$ cat src/rtl/branch_bit_instr_exec_regs.vh
// Register offsets, opcodes, field positions and reset values of the execution block
`ifndef BRANCH_BIT_INSTR_EXEC_REGS_VH
`define BRANCH_BIT_INSTR_EXEC_REGS_VH

// ----------------------------------------------------------------
// Byte offsets on the register bus
// ----------------------------------------------------------------
`define OFS_INSTR 8'h00
`define OFS_PC 8'h04
`define OFS_STATUS 8'h08
`define OFS_CYCLES 8'h0C
`define OFS_GPR_SEL 8'h10
`define OFS_GPR_DATA 8'h14
`define OFS_IO_SEL 8'h18
`define OFS_IO_DATA 8'h1C
`define OFS_MEM_SEL 8'h20
`define OFS_MEM_DATA 8'h24

// ----------------------------------------------------------------
// Reset values and the all-lanes byte enable
// ----------------------------------------------------------------
`define PC_RST 16'h0000
`define STATUS_RST 8'h00
`define CYCLES_RST 32'h00000000
`define BYTES_ALL 4'hF

// ----------------------------------------------------------------
// Instruction word fields
// ----------------------------------------------------------------
`define F_OP 29:25
`define F_RD 24:20
`define F_BIT 18:16
`define F_PORT 13:8
`define F_RR 12:8
`define F_K 7:0

// ----------------------------------------------------------------
// Status register bit positions
// ----------------------------------------------------------------
`define FL_C 0
`define FL_Z 1
`define FL_N 2
`define FL_V 3
`define FL_S 4
`define FL_H 5
`define FL_T 6
`define FL_I 7

// ----------------------------------------------------------------
// Opcodes
// ----------------------------------------------------------------
`define OP_BRANCH_SET 5'h00
`define OP_BRANCH_CLEAR 5'h01
`define OP_INDIRECT_LOAD 5'h02
`define OP_INDIRECT_STORE 5'h03
`define OP_REGISTER_MOVE 5'h04
`define OP_IMMEDIATE_LOAD 5'h05
`define OP_PORT_IN 5'h06
`define OP_PORT_OUT 5'h07
`define OP_IO_BIT_SET 5'h08
`define OP_IO_BIT_CLEAR 5'h09
`define OP_LOGICAL_LEFT_SHIFT 5'h0A
`define OP_LOGICAL_RIGHT_SHIFT 5'h0B
`define OP_ROTATE_LEFT_CARRY 5'h0C
`define OP_ROTATE_RIGHT_CARRY 5'h0D
`define OP_ARITH_RIGHT_SHIFT 5'h0E
`define OP_NIBBLE_SWAP 5'h0F
`define OP_BIT_TO_TRANSFER_FLAG 5'h10
`define OP_TRANSFER_FLAG_TO_BIT 5'h11
`define OP_CARRY_SET 5'h12
`define OP_CARRY_CLEAR 5'h13

// ----------------------------------------------------------------
// Instruction cycle counts
// ----------------------------------------------------------------
`define CYC_ONE 32'h00000001
`define CYC_TWO 32'h00000002

`endif

$ cat src/rtl/branch_bit_instr_exec.v
// Instruction execution block for branches, moves, bit I/O, shifts and bit transfer
// ----------------------------------------------------------------
// Behaviour
// [RQ1] Status-bit branch: taken jumps PC+k+1, 1/2 cycles
// [RQ2] Equal on zero one, not-equal on zero
// [RQ3] Carry one or lower; carry zero or higher
// [RQ4] Negative/positive branches on N, flags untouched
// [RQ5] Signed branches test N xor V
// [RQ6] Half-carry branches both polarities, 1/2 cycles
// [RQ7] Transfer-flag branches both polarities
// [RQ8] Overflow branches both polarities
// [RQ9] Interrupt-enable branches both polarities
// [RQ10] I/O bit set/clear, flags kept, 2 cycles
// [RQ11] Left shift, zero in, Z C N V
// [RQ12] Right shift, zero into bit 7
// [RQ13] Rotate left through carry, one cycle
// [RQ14] Rotate right through carry, one cycle
// [RQ15] Arithmetic right shift keeps bit 7
// [RQ16] Nibble swap, no flags, one cycle
// [RQ17] Register bit copied into transfer flag
// [RQ18] Transfer flag copied into register bit
// [RQ19] Pointer load/store 2 cycles, moves 1, no flags
// ----------------------------------------------------------------
`timescale 1ns/1ps
`include "branch_bit_instr_exec_regs.vh"

module branch_bit_instr_exec #(
	parameter PC_W = 16,
	parameter MEM_AW = 6
) (
	input wire ref_clk_i,
	input wire rst_n_i,
	input wire [7:0] avm_address_i,
	input wire avm_read_i,
	input wire avm_write_i,
	input wire [3:0] avm_byteenable_i,
	input wire [31:0] avm_writedata_i,
	output wire [31:0] avm_readdata_o,
	output wire avm_waitrequest_o
);

	// ----------------------------------------------------------------
	// State and storage
	// ----------------------------------------------------------------
	localparam S_IDLE = 2'h0;
	localparam S_EXEC2 = 2'h1;
	localparam S_ACK = 2'h2;

	reg [1:0] state_reg;
	reg [PC_W-1:0] pc_reg;
	reg [7:0] status_reg;
	reg [31:0] instr_reg;
	reg [31:0] cycles_reg;
	reg [31:0] rdata_reg;
	reg wait_reg;
	reg [4:0] gpr_sel_reg;
	reg [5:0] io_sel_reg;
	reg [MEM_AW-1:0] mem_sel_reg;

	reg [7:0] gpr [0:31];
	reg [7:0] io_space [0:63];
	reg [7:0] data_mem [0:(1<<MEM_AW)-1];

	assign avm_readdata_o = rdata_reg;
	assign avm_waitrequest_o = wait_reg;

	// ----------------------------------------------------------------
	// Request decode
	// ----------------------------------------------------------------
	wire idle = (state_reg == S_IDLE);
	wire rd_acc = idle && avm_read_i;
	wire wr_req = idle && avm_write_i && !avm_read_i;
	// Partial-lane writes are acknowledged but ignored
	wire wr_acc = wr_req && (avm_byteenable_i == `BYTES_ALL);
	wire exe1 = wr_acc && (avm_address_i == `OFS_INSTR);
	wire exe2 = (state_reg == S_EXEC2);

	// Second cycle works from the latched word, first from the bus
	wire [31:0] ins = exe2 ? instr_reg : avm_writedata_i;
	wire [4:0] op = ins[`F_OP];
	wire [4:0] rd = ins[`F_RD];
	wire [4:0] rr = ins[`F_RR];
	wire [2:0] bsel = ins[`F_BIT];
	wire [5:0] port = ins[`F_PORT];
	wire [7:0] kval = ins[`F_K];

	wire [7:0] rd_val = gpr[rd];
	wire [7:0] rr_val = gpr[rr];
	wire [7:0] io_val = io_space[port];
	wire [7:0] bmask = 8'h01 << bsel;
	wire [MEM_AW-1:0] zaddr = gpr[30][MEM_AW-1:0];

	// ----------------------------------------------------------------
	// Branch condition and target
	// ----------------------------------------------------------------
	// Index 4 is evaluated as N xor V so it never depends on a stale S bit
	wire signed_lt = status_reg[`FL_N] ^ status_reg[`FL_V]; // RQ5
	reg flag_sel;

	// One index per flag; the clear-branch opcode inverts the pick
	always @* begin
		case (bsel) // RQ1
			3'h0: flag_sel = status_reg[`FL_C]; // RQ3
			3'h1: flag_sel = status_reg[`FL_Z]; // RQ2
			3'h2: flag_sel = status_reg[`FL_N]; // RQ4
			3'h3: flag_sel = status_reg[`FL_V]; // RQ8
			3'h4: flag_sel = signed_lt; // RQ5
			3'h5: flag_sel = status_reg[`FL_H]; // RQ6
			3'h6: flag_sel = status_reg[`FL_T]; // RQ7
			3'h7: flag_sel = status_reg[`FL_I]; // RQ9
			default: flag_sel = status_reg[`FL_C];
		endcase
	end

	wire is_branch = (op == `OP_BRANCH_SET) || (op == `OP_BRANCH_CLEAR);
	wire br_taken = is_branch && ((op == `OP_BRANCH_SET) ? flag_sel : !flag_sel); // RQ2
	wire [PC_W-1:0] k_ext = {{(PC_W-8){kval[7]}}, kval};
	wire [PC_W-1:0] pc_seq = pc_reg + {{(PC_W-1){1'b0}}, 1'b1};
	wire [PC_W-1:0] pc_target = pc_seq + k_ext; // RQ1

	wire two_cycle = br_taken || (op == `OP_INDIRECT_LOAD) || (op == `OP_INDIRECT_STORE) ||
		(op == `OP_IO_BIT_SET) || (op == `OP_IO_BIT_CLEAR); // RQ1 RQ10 RQ19

	// ----------------------------------------------------------------
	// Execution datapath
	// ----------------------------------------------------------------
	reg [7:0] sh_res;
	reg sh_c;
	reg sh_upd;
	reg [7:0] status_next;
	reg gpr_we;
	reg [4:0] gpr_wa;
	reg [7:0] gpr_wd;
	reg io_we;
	reg [5:0] io_wa;
	reg [7:0] io_wd;
	reg mem_we;
	reg [MEM_AW-1:0] mem_wa;
	reg [7:0] mem_wd;

	always @* begin
		sh_res = rd_val;
		sh_c = status_reg[`FL_C];
		sh_upd = 1'b0;
		status_next = status_reg;
		gpr_we = 1'b0;
		gpr_wa = rd;
		gpr_wd = rd_val;
		io_we = 1'b0;
		io_wa = port;
		io_wd = io_val;
		mem_we = 1'b0;
		mem_wa = zaddr;
		mem_wd = rd_val;
		if (exe1) begin
			case (op)
				`OP_REGISTER_MOVE: begin
					gpr_we = 1'b1; // RQ19
					gpr_wd = rr_val;
				end
				`OP_IMMEDIATE_LOAD: begin
					gpr_we = 1'b1; // RQ19
					gpr_wd = kval;
				end
				`OP_PORT_IN: begin
					gpr_we = 1'b1; // RQ19
					gpr_wd = io_val;
				end
				`OP_PORT_OUT: begin
					io_we = 1'b1; // RQ19
					io_wd = rd_val;
				end
				`OP_LOGICAL_LEFT_SHIFT: begin
					sh_res = {rd_val[6:0], 1'b0}; // RQ11
					sh_c = rd_val[7];
					sh_upd = 1'b1;
				end
				`OP_LOGICAL_RIGHT_SHIFT: begin
					sh_res = {1'b0, rd_val[7:1]}; // RQ12
					sh_c = rd_val[0];
					sh_upd = 1'b1;
				end
				`OP_ROTATE_LEFT_CARRY: begin
					sh_res = {rd_val[6:0], status_reg[`FL_C]}; // RQ13
					sh_c = rd_val[7];
					sh_upd = 1'b1;
				end
				`OP_ROTATE_RIGHT_CARRY: begin
					sh_res = {status_reg[`FL_C], rd_val[7:1]}; // RQ14
					sh_c = rd_val[0];
					sh_upd = 1'b1;
				end
				`OP_ARITH_RIGHT_SHIFT: begin
					sh_res = {rd_val[7], rd_val[7:1]}; // RQ15
					sh_c = rd_val[0];
					sh_upd = 1'b1;
				end
				`OP_NIBBLE_SWAP: begin
					gpr_we = 1'b1; // RQ16
					gpr_wd = {rd_val[3:0], rd_val[7:4]};
				end
				`OP_BIT_TO_TRANSFER_FLAG: begin
					status_next[`FL_T] = |(rd_val & bmask); // RQ17
				end
				`OP_TRANSFER_FLAG_TO_BIT: begin
					gpr_we = 1'b1; // RQ18
					gpr_wd = status_reg[`FL_T] ? (rd_val | bmask) : (rd_val & ~bmask);
				end
				`OP_CARRY_SET: begin
					status_next[`FL_C] = 1'b1;
				end
				`OP_CARRY_CLEAR: begin
					status_next[`FL_C] = 1'b0;
				end
				default: begin
					status_next = status_reg; // RQ4
				end
			endcase
			if (sh_upd) begin
				gpr_we = 1'b1;
				gpr_wd = sh_res;
				status_next[`FL_C] = sh_c; // RQ11 RQ12 RQ13 RQ14 RQ15
				status_next[`FL_Z] = (sh_res == 8'h00);
				status_next[`FL_N] = sh_res[7];
				status_next[`FL_V] = sh_res[7] ^ sh_c;
			end
		end else if (exe2) begin
			case (op)
				`OP_INDIRECT_LOAD: begin
					gpr_we = 1'b1; // RQ19
					gpr_wd = data_mem[zaddr];
				end
				`OP_INDIRECT_STORE: begin
					mem_we = 1'b1; // RQ19
				end
				`OP_IO_BIT_SET: begin
					io_we = 1'b1; // RQ10
					io_wd = io_val | bmask;
				end
				`OP_IO_BIT_CLEAR: begin
					io_we = 1'b1; // RQ10
					io_wd = io_val & ~bmask;
				end
				default: begin
					gpr_we = 1'b0;
				end
			endcase
		end else if (wr_acc) begin
			case (avm_address_i)
				`OFS_GPR_DATA: begin
					gpr_we = 1'b1;
					gpr_wa = gpr_sel_reg;
					gpr_wd = avm_writedata_i[7:0];
				end
				`OFS_IO_DATA: begin
					io_we = 1'b1;
					io_wa = io_sel_reg;
					io_wd = avm_writedata_i[7:0];
				end
				`OFS_MEM_DATA: begin
					mem_we = 1'b1;
					mem_wa = mem_sel_reg;
					mem_wd = avm_writedata_i[7:0];
				end
				default: begin
					mem_we = 1'b0;
				end
			endcase
		end
	end

	// ----------------------------------------------------------------
	// Storage arrays
	// ----------------------------------------------------------------
	// Left without reset: contents are data, not control state
	always @(posedge ref_clk_i) begin
		if (gpr_we) begin
			gpr[gpr_wa] <= gpr_wd;
		end
		if (io_we) begin
			io_space[io_wa] <= io_wd;
		end
		if (mem_we) begin
			data_mem[mem_wa] <= mem_wd;
		end
	end

	// ----------------------------------------------------------------
	// Read mux
	// ----------------------------------------------------------------
	reg [31:0] rd_mux;

	always @* begin
		rd_mux = 32'h00000000;
		case (avm_address_i)
			`OFS_INSTR: rd_mux = instr_reg;
			`OFS_PC: rd_mux[PC_W-1:0] = pc_reg;
			`OFS_STATUS: rd_mux[7:0] = status_reg;
			`OFS_CYCLES: rd_mux = cycles_reg;
			`OFS_GPR_SEL: rd_mux[4:0] = gpr_sel_reg;
			`OFS_GPR_DATA: rd_mux[7:0] = gpr[gpr_sel_reg];
			`OFS_IO_SEL: rd_mux[5:0] = io_sel_reg;
			`OFS_IO_DATA: rd_mux[7:0] = io_space[io_sel_reg];
			`OFS_MEM_SEL: rd_mux[MEM_AW-1:0] = mem_sel_reg;
			`OFS_MEM_DATA: rd_mux[7:0] = data_mem[mem_sel_reg];
			default: rd_mux = 32'h00000000;
		endcase
	end

	// ----------------------------------------------------------------
	// Control and bus handshake
	// ----------------------------------------------------------------
	always @(posedge ref_clk_i or negedge rst_n_i) begin
		if (!rst_n_i) begin
			state_reg <= S_IDLE;
			pc_reg <= `PC_RST;
			status_reg <= `STATUS_RST;
			instr_reg <= 32'h00000000;
			cycles_reg <= `CYCLES_RST;
			rdata_reg <= 32'h00000000;
			wait_reg <= 1'b1;
			gpr_sel_reg <= 5'h00;
			io_sel_reg <= 6'h00;
			mem_sel_reg <= {MEM_AW{1'b0}};
		end else begin
			case (state_reg)
				S_IDLE: begin
					if (rd_acc) begin
						rdata_reg <= rd_mux;
						wait_reg <= 1'b0;
						state_reg <= S_ACK;
					end else if (wr_req) begin
						wait_reg <= 1'b0;
						state_reg <= S_ACK;
						if (exe1) begin
							instr_reg <= avm_writedata_i;
							status_reg <= status_next;
							pc_reg <= br_taken ? pc_target : pc_seq; // RQ1
							if (two_cycle) begin
								// Answer held back one cycle for the second phase
								cycles_reg <= cycles_reg + `CYC_TWO; // RQ1 RQ10
								wait_reg <= 1'b1;
								state_reg <= S_EXEC2;
							end else begin
								cycles_reg <= cycles_reg + `CYC_ONE; // RQ1
							end
						end else if (wr_acc) begin
							case (avm_address_i)
								`OFS_PC: pc_reg <= avm_writedata_i[PC_W-1:0];
								`OFS_STATUS: status_reg <= avm_writedata_i[7:0];
								`OFS_CYCLES: cycles_reg <= `CYCLES_RST;
								`OFS_GPR_SEL: gpr_sel_reg <= avm_writedata_i[4:0];
								`OFS_IO_SEL: io_sel_reg <= avm_writedata_i[5:0];
								`OFS_MEM_SEL: mem_sel_reg <= avm_writedata_i[MEM_AW-1:0];
								default: instr_reg <= instr_reg;
							endcase
						end
					end
				end
				S_EXEC2: begin
					wait_reg <= 1'b0;
					state_reg <= S_ACK;
				end
				S_ACK: begin
					wait_reg <= 1'b1;
					state_reg <= S_IDLE;
				end
				default: begin
					wait_reg <= 1'b1;
					state_reg <= S_IDLE;
				end
			endcase
		end
	end

endmodule // branch_bit_instr_exec

$ cat config.mk
export PLATFORM = sky130hd
export DESIGN_NAME = branch_bit_instr_exec
export DESIGN_NICKNAME = d
export VERILOG_FILES = /design/src/rtl/branch_bit_instr_exec.v
export VERILOG_INCLUDE_DIRS = /design/src /design/src/rtl
export SDC_FILE = /design/constraint.sdc
export NUM_CORES = 2
export LEC_CHECK = 0
export BUFFER_PORTS_ARGS = -buffer_cell sky130_fd_sc_hd__clkbuf_2
export CORE_AREA = 2 2 367 369
export DETAILED_ROUTE_END_ITERATION = 10
export DIE_AREA = 0 0 369 371
export MAX_ROUTING_LAYER = met4
export PLACE_DENSITY_LB_ADDON = 0.05
export REMOVE_ABC_BUFFERS = 1
export SYNTH_ARGS = -nofsm -noshare
export SYNTH_HDL_FRONTEND = slang
export SYNTH_SLANG_ARGS = --single-unit
export TNS_END_PERCENT = 50
$ cat constraint.sdc
create_clock -name ref_clk_i -period 6.4 [get_ports ref_clk_i]
set_input_delay 0.64 -clock ref_clk_i [delete_from_list [all_inputs] [get_ports ref_clk_i]]
set_output_delay 0.64 -clock ref_clk_i [all_outputs]
set_load 0.03 [all_outputs]
==> flow_summary.toml <==
[outcome]
outcome = "finished clean"

[clock_network]
cts_tree = "done"
cts_setup_buffers = 0
cts_buffers = 153
cts-root-buf = "clkbuf_16"
clk_pin_slew_ns = 0.06
cts_sinks = 1420
cts.htree.levels = 4
clock_path_buffers = 3
clock_latency_ns = 0.82

[yosys]
syn_avg_cell_area_um2 = 14.4
synth_compound_area_share_pct = 6.61
synth_xor_area_share_pct = 0.661
synthSimpleGateAreaFrac_pct = 9.81
synth_top_flop_cell = "edfxtp_1"
synthMuxAreaShare_pct = 22.5
synth.area.top_cells = "edfxtp_1 (53%), mux4_2 (20%), dfrtp_1 (4.8%)"
synth-seq-cells = 1420
yosysUniqueCellTypes = 98
synthCells = 5049
synth_area_leader_cell = "edfxtp_1"
synth_fa_ha_area_share_pct = 0.337
synth_top_area_share_pct = 52.7
ys_seq_area_share_pct = 57.6
yosys_warnings = 0
syn_area_mm2 = 0.0729
synth_top_family_by_area = "multiplexers"
synth-edff-count = 1280
async_flop_share_pct = 9.86

[power]
power_leakage_nw = 26.9
total_power_mw = 20.8
powerDensity_mw_per_mm2 = 255
vdd_ir_drop_max_uv = 290

[sta]
finalSetupViolCount = 0
hold_viol = 0
setup_ws_ns = 0.799
post-route-min-period_ns = 5.60
rsz0062_at_grt = "no"
slew_headroom_pct = 7.37
fin_skew_ns = 0.0509
fmax_ghz = 0.179
slew_violations = 0
fin_crit_sh_pct = 87.5
worst_pin_slew_ns = 1.38

[worst_hold_path]
hp-class = "input port to register"

[placed_design]
dpl-instance-area_mm2 = 0.0763
dp_hpwl_mm = 172
io_buffers = 80
pre_cts_slack_ns = 0.830
gp_congestion = 1.00

[layout]
fin_util_pct = 61.4
nets = 5235
layout_commonest_cell = "edfxtp_1"
areaGrowthSynthToFinish_pct = 11.9
n_fill_cell = 9946
layout_common_cells = "edfxtp_1 (1280), nand2_1 (884), mux4_2 (662), nor2_1 (311), buf_4 (236)"
multi_input_area_mm2 = 0.0294
largest_registers = "data_mem: 512 flops, io_space: 512 flops, gpr: 256 flops"
seqCellArea_mm2 = 0.0420
fin_area_mm2 = 0.0815
layout-drive-gt1-share_pct = 25.6

[setup_path]
rrSetupSlack_ns = 0.80
crit_path_end_kind = "register"
critical_path_arrival_ns = 6.23
r2r-start = "state_reg[1]"
critical_path_class = "register to register"
r2r_cells = 12
startpoint_type = "register"
crit_required_ns = 7.03
r2r-end = "io_space[32][7]"
critPathMaxFanout = 33
crit_path_end = "io_space[32][7]"
cp-startpoint = "state_reg[1]"

[global_route]
grt_pass1_vias = 47800
grt_max_degree = 87
grtUsageTotal_pct = 38.1
overflow = 0
antenna_found_initial = 18
grt_pass1_wl_mm = 357

[floorplanning]
die_h_um = 371
num_rows = 134
start_util_pct = 54.9
die_area_mm2 = 0.137
dieWidth_um = 369
core_area_mm2 = 0.133
io_pins = 81

[drt]
drc = 0
dr.pass1.iters = 8
via_per_inst = 7.14
drt_iter0_drc = 8916
drt_wl_total_mm = 251
drt-wirelength-per-cell_um = 35.4
routed-via-count = 50500
ant_nets = 0

[job]
maxCapViolations = 0
[area by class of cell]
cell class,instances,area share (%)
clock inverters,91,1.32
well taps,1768,2.71
clock buffers,191,4.99
inverters,48,0.221
flip-flops and latches,1420,51.5
diodes,11,0.0338
multi-input cells,3209,36.1
repair buffers,336,3.15
[metal layers]
| metal | wire [um] | track usage (%) | vias up |
|---|---|---|---|
| met5 | 0 | - | - |
| met4 | 8280 | 11.6 | 0 |
| met3 | 31700 | 9.45 | 460 |
| met2 | 109000 | 52.6 | 3601 |
| met1 | 102000 | 56.0 | 26000 |
| li1 | - | - | 20400 |
[metrics by stage]
step | instances | setup TNS (ns) | hold slack, ns
after global routing | 7074 | 0 | 0.0409
after floorplan | 4677 | -3876.13 | 0.344
final | 7074 | 0 | 0.0435
after CTS | 7063 | 0 | 0.00173
after detailed placement | 6780 | 0 | 0.467
after global placement | 6780 | 0 | 0.460
[where the power goes]
part | internal [mW] | switching [mW] | total [mW]
clock | 5.25 | 3.83 | 9.08
combinational | 0.339 | 1.02 | 1.36
sequential | 10.3 | 0.00676 | 10.3
total | 15.9 | 4.86 | 20.8
[Yosys cell counts (all sizes together), types with 10 or more instances]
library cell,instances
mux4,662
buf,217
nor3,39
inv,48
mux2,36
dfrtp,139
a211oi,31
xnor2,45
a221oi,17
ha,18
o2111ai,16
o21ai,109
nand2,886
a31oi,66
mux2i,103
o211ai,12
nand4,34
a22oi,47
o31ai,18
a21o,15
nor2,320
nand3,234
nor4,13
nand2b,27
xor2,10
a2111oi,13
or3,16
a21oi,138
and3,34
o22ai,26
a222oi,17
clkbuf,155
edfxtp,1280
a32oi,43
a311oi,44
nand3b,11
[repair_timing]
item	in CTS	in global routing
setup endpoints to repair	0	0
hold buffers	1	0
resized for setup	0	0
endpoints found under the hold margin	26	0
[worst min path at each step]
stage	startpoint	to	slack, ns	depth (start not counted)
after detailed placement	instr_reg[19]	instr_reg[19]	0.47	2
after CTS	avm_writedata_i[14]	instr_reg[14]	0.002	3
after floorplan	rst_n_i	avm_readdata_o[0]	0.34	0
after global placement	instr_reg[19]	instr_reg[19]	0.46	2
after global routing	avm_writedata_i[30]	instr_reg[30]	0.04	3
final	avm_writedata_i[14]	instr_reg[14]	0.04	3
[worst max-delay path: stages (launching register included)]
cell and delay, ns:
dfrtp_1 0.52, nand2b_4 0.46, a21oi_4 1.03, nor2_2 0.38, nand3_1 0.16, a31oi_1 0.08, a31oi_1 0.63, nor3_1 0.11
nor3_1 0.44, buf_4 0.24, o221ai_1 0.18, o22ai_4 0.83, buf_12 0.28
[logic make-up (layout without fill, tap and decap cells)]
family / Yosys count / in the layout
other: 0 / 11
buffers and inverters: 420 / 666
multiplexers: 801 / 801
AO/OA/AOI/OAI: 670 / 670
XOR/XNOR: 55 / 55
AND/OR/NAND/NOR: 1664 / 1664
flip-flops: 1420 / 1420
adder cells (fa/ha/maj): 19 / 19
Power figures use the tool's default switching activity.
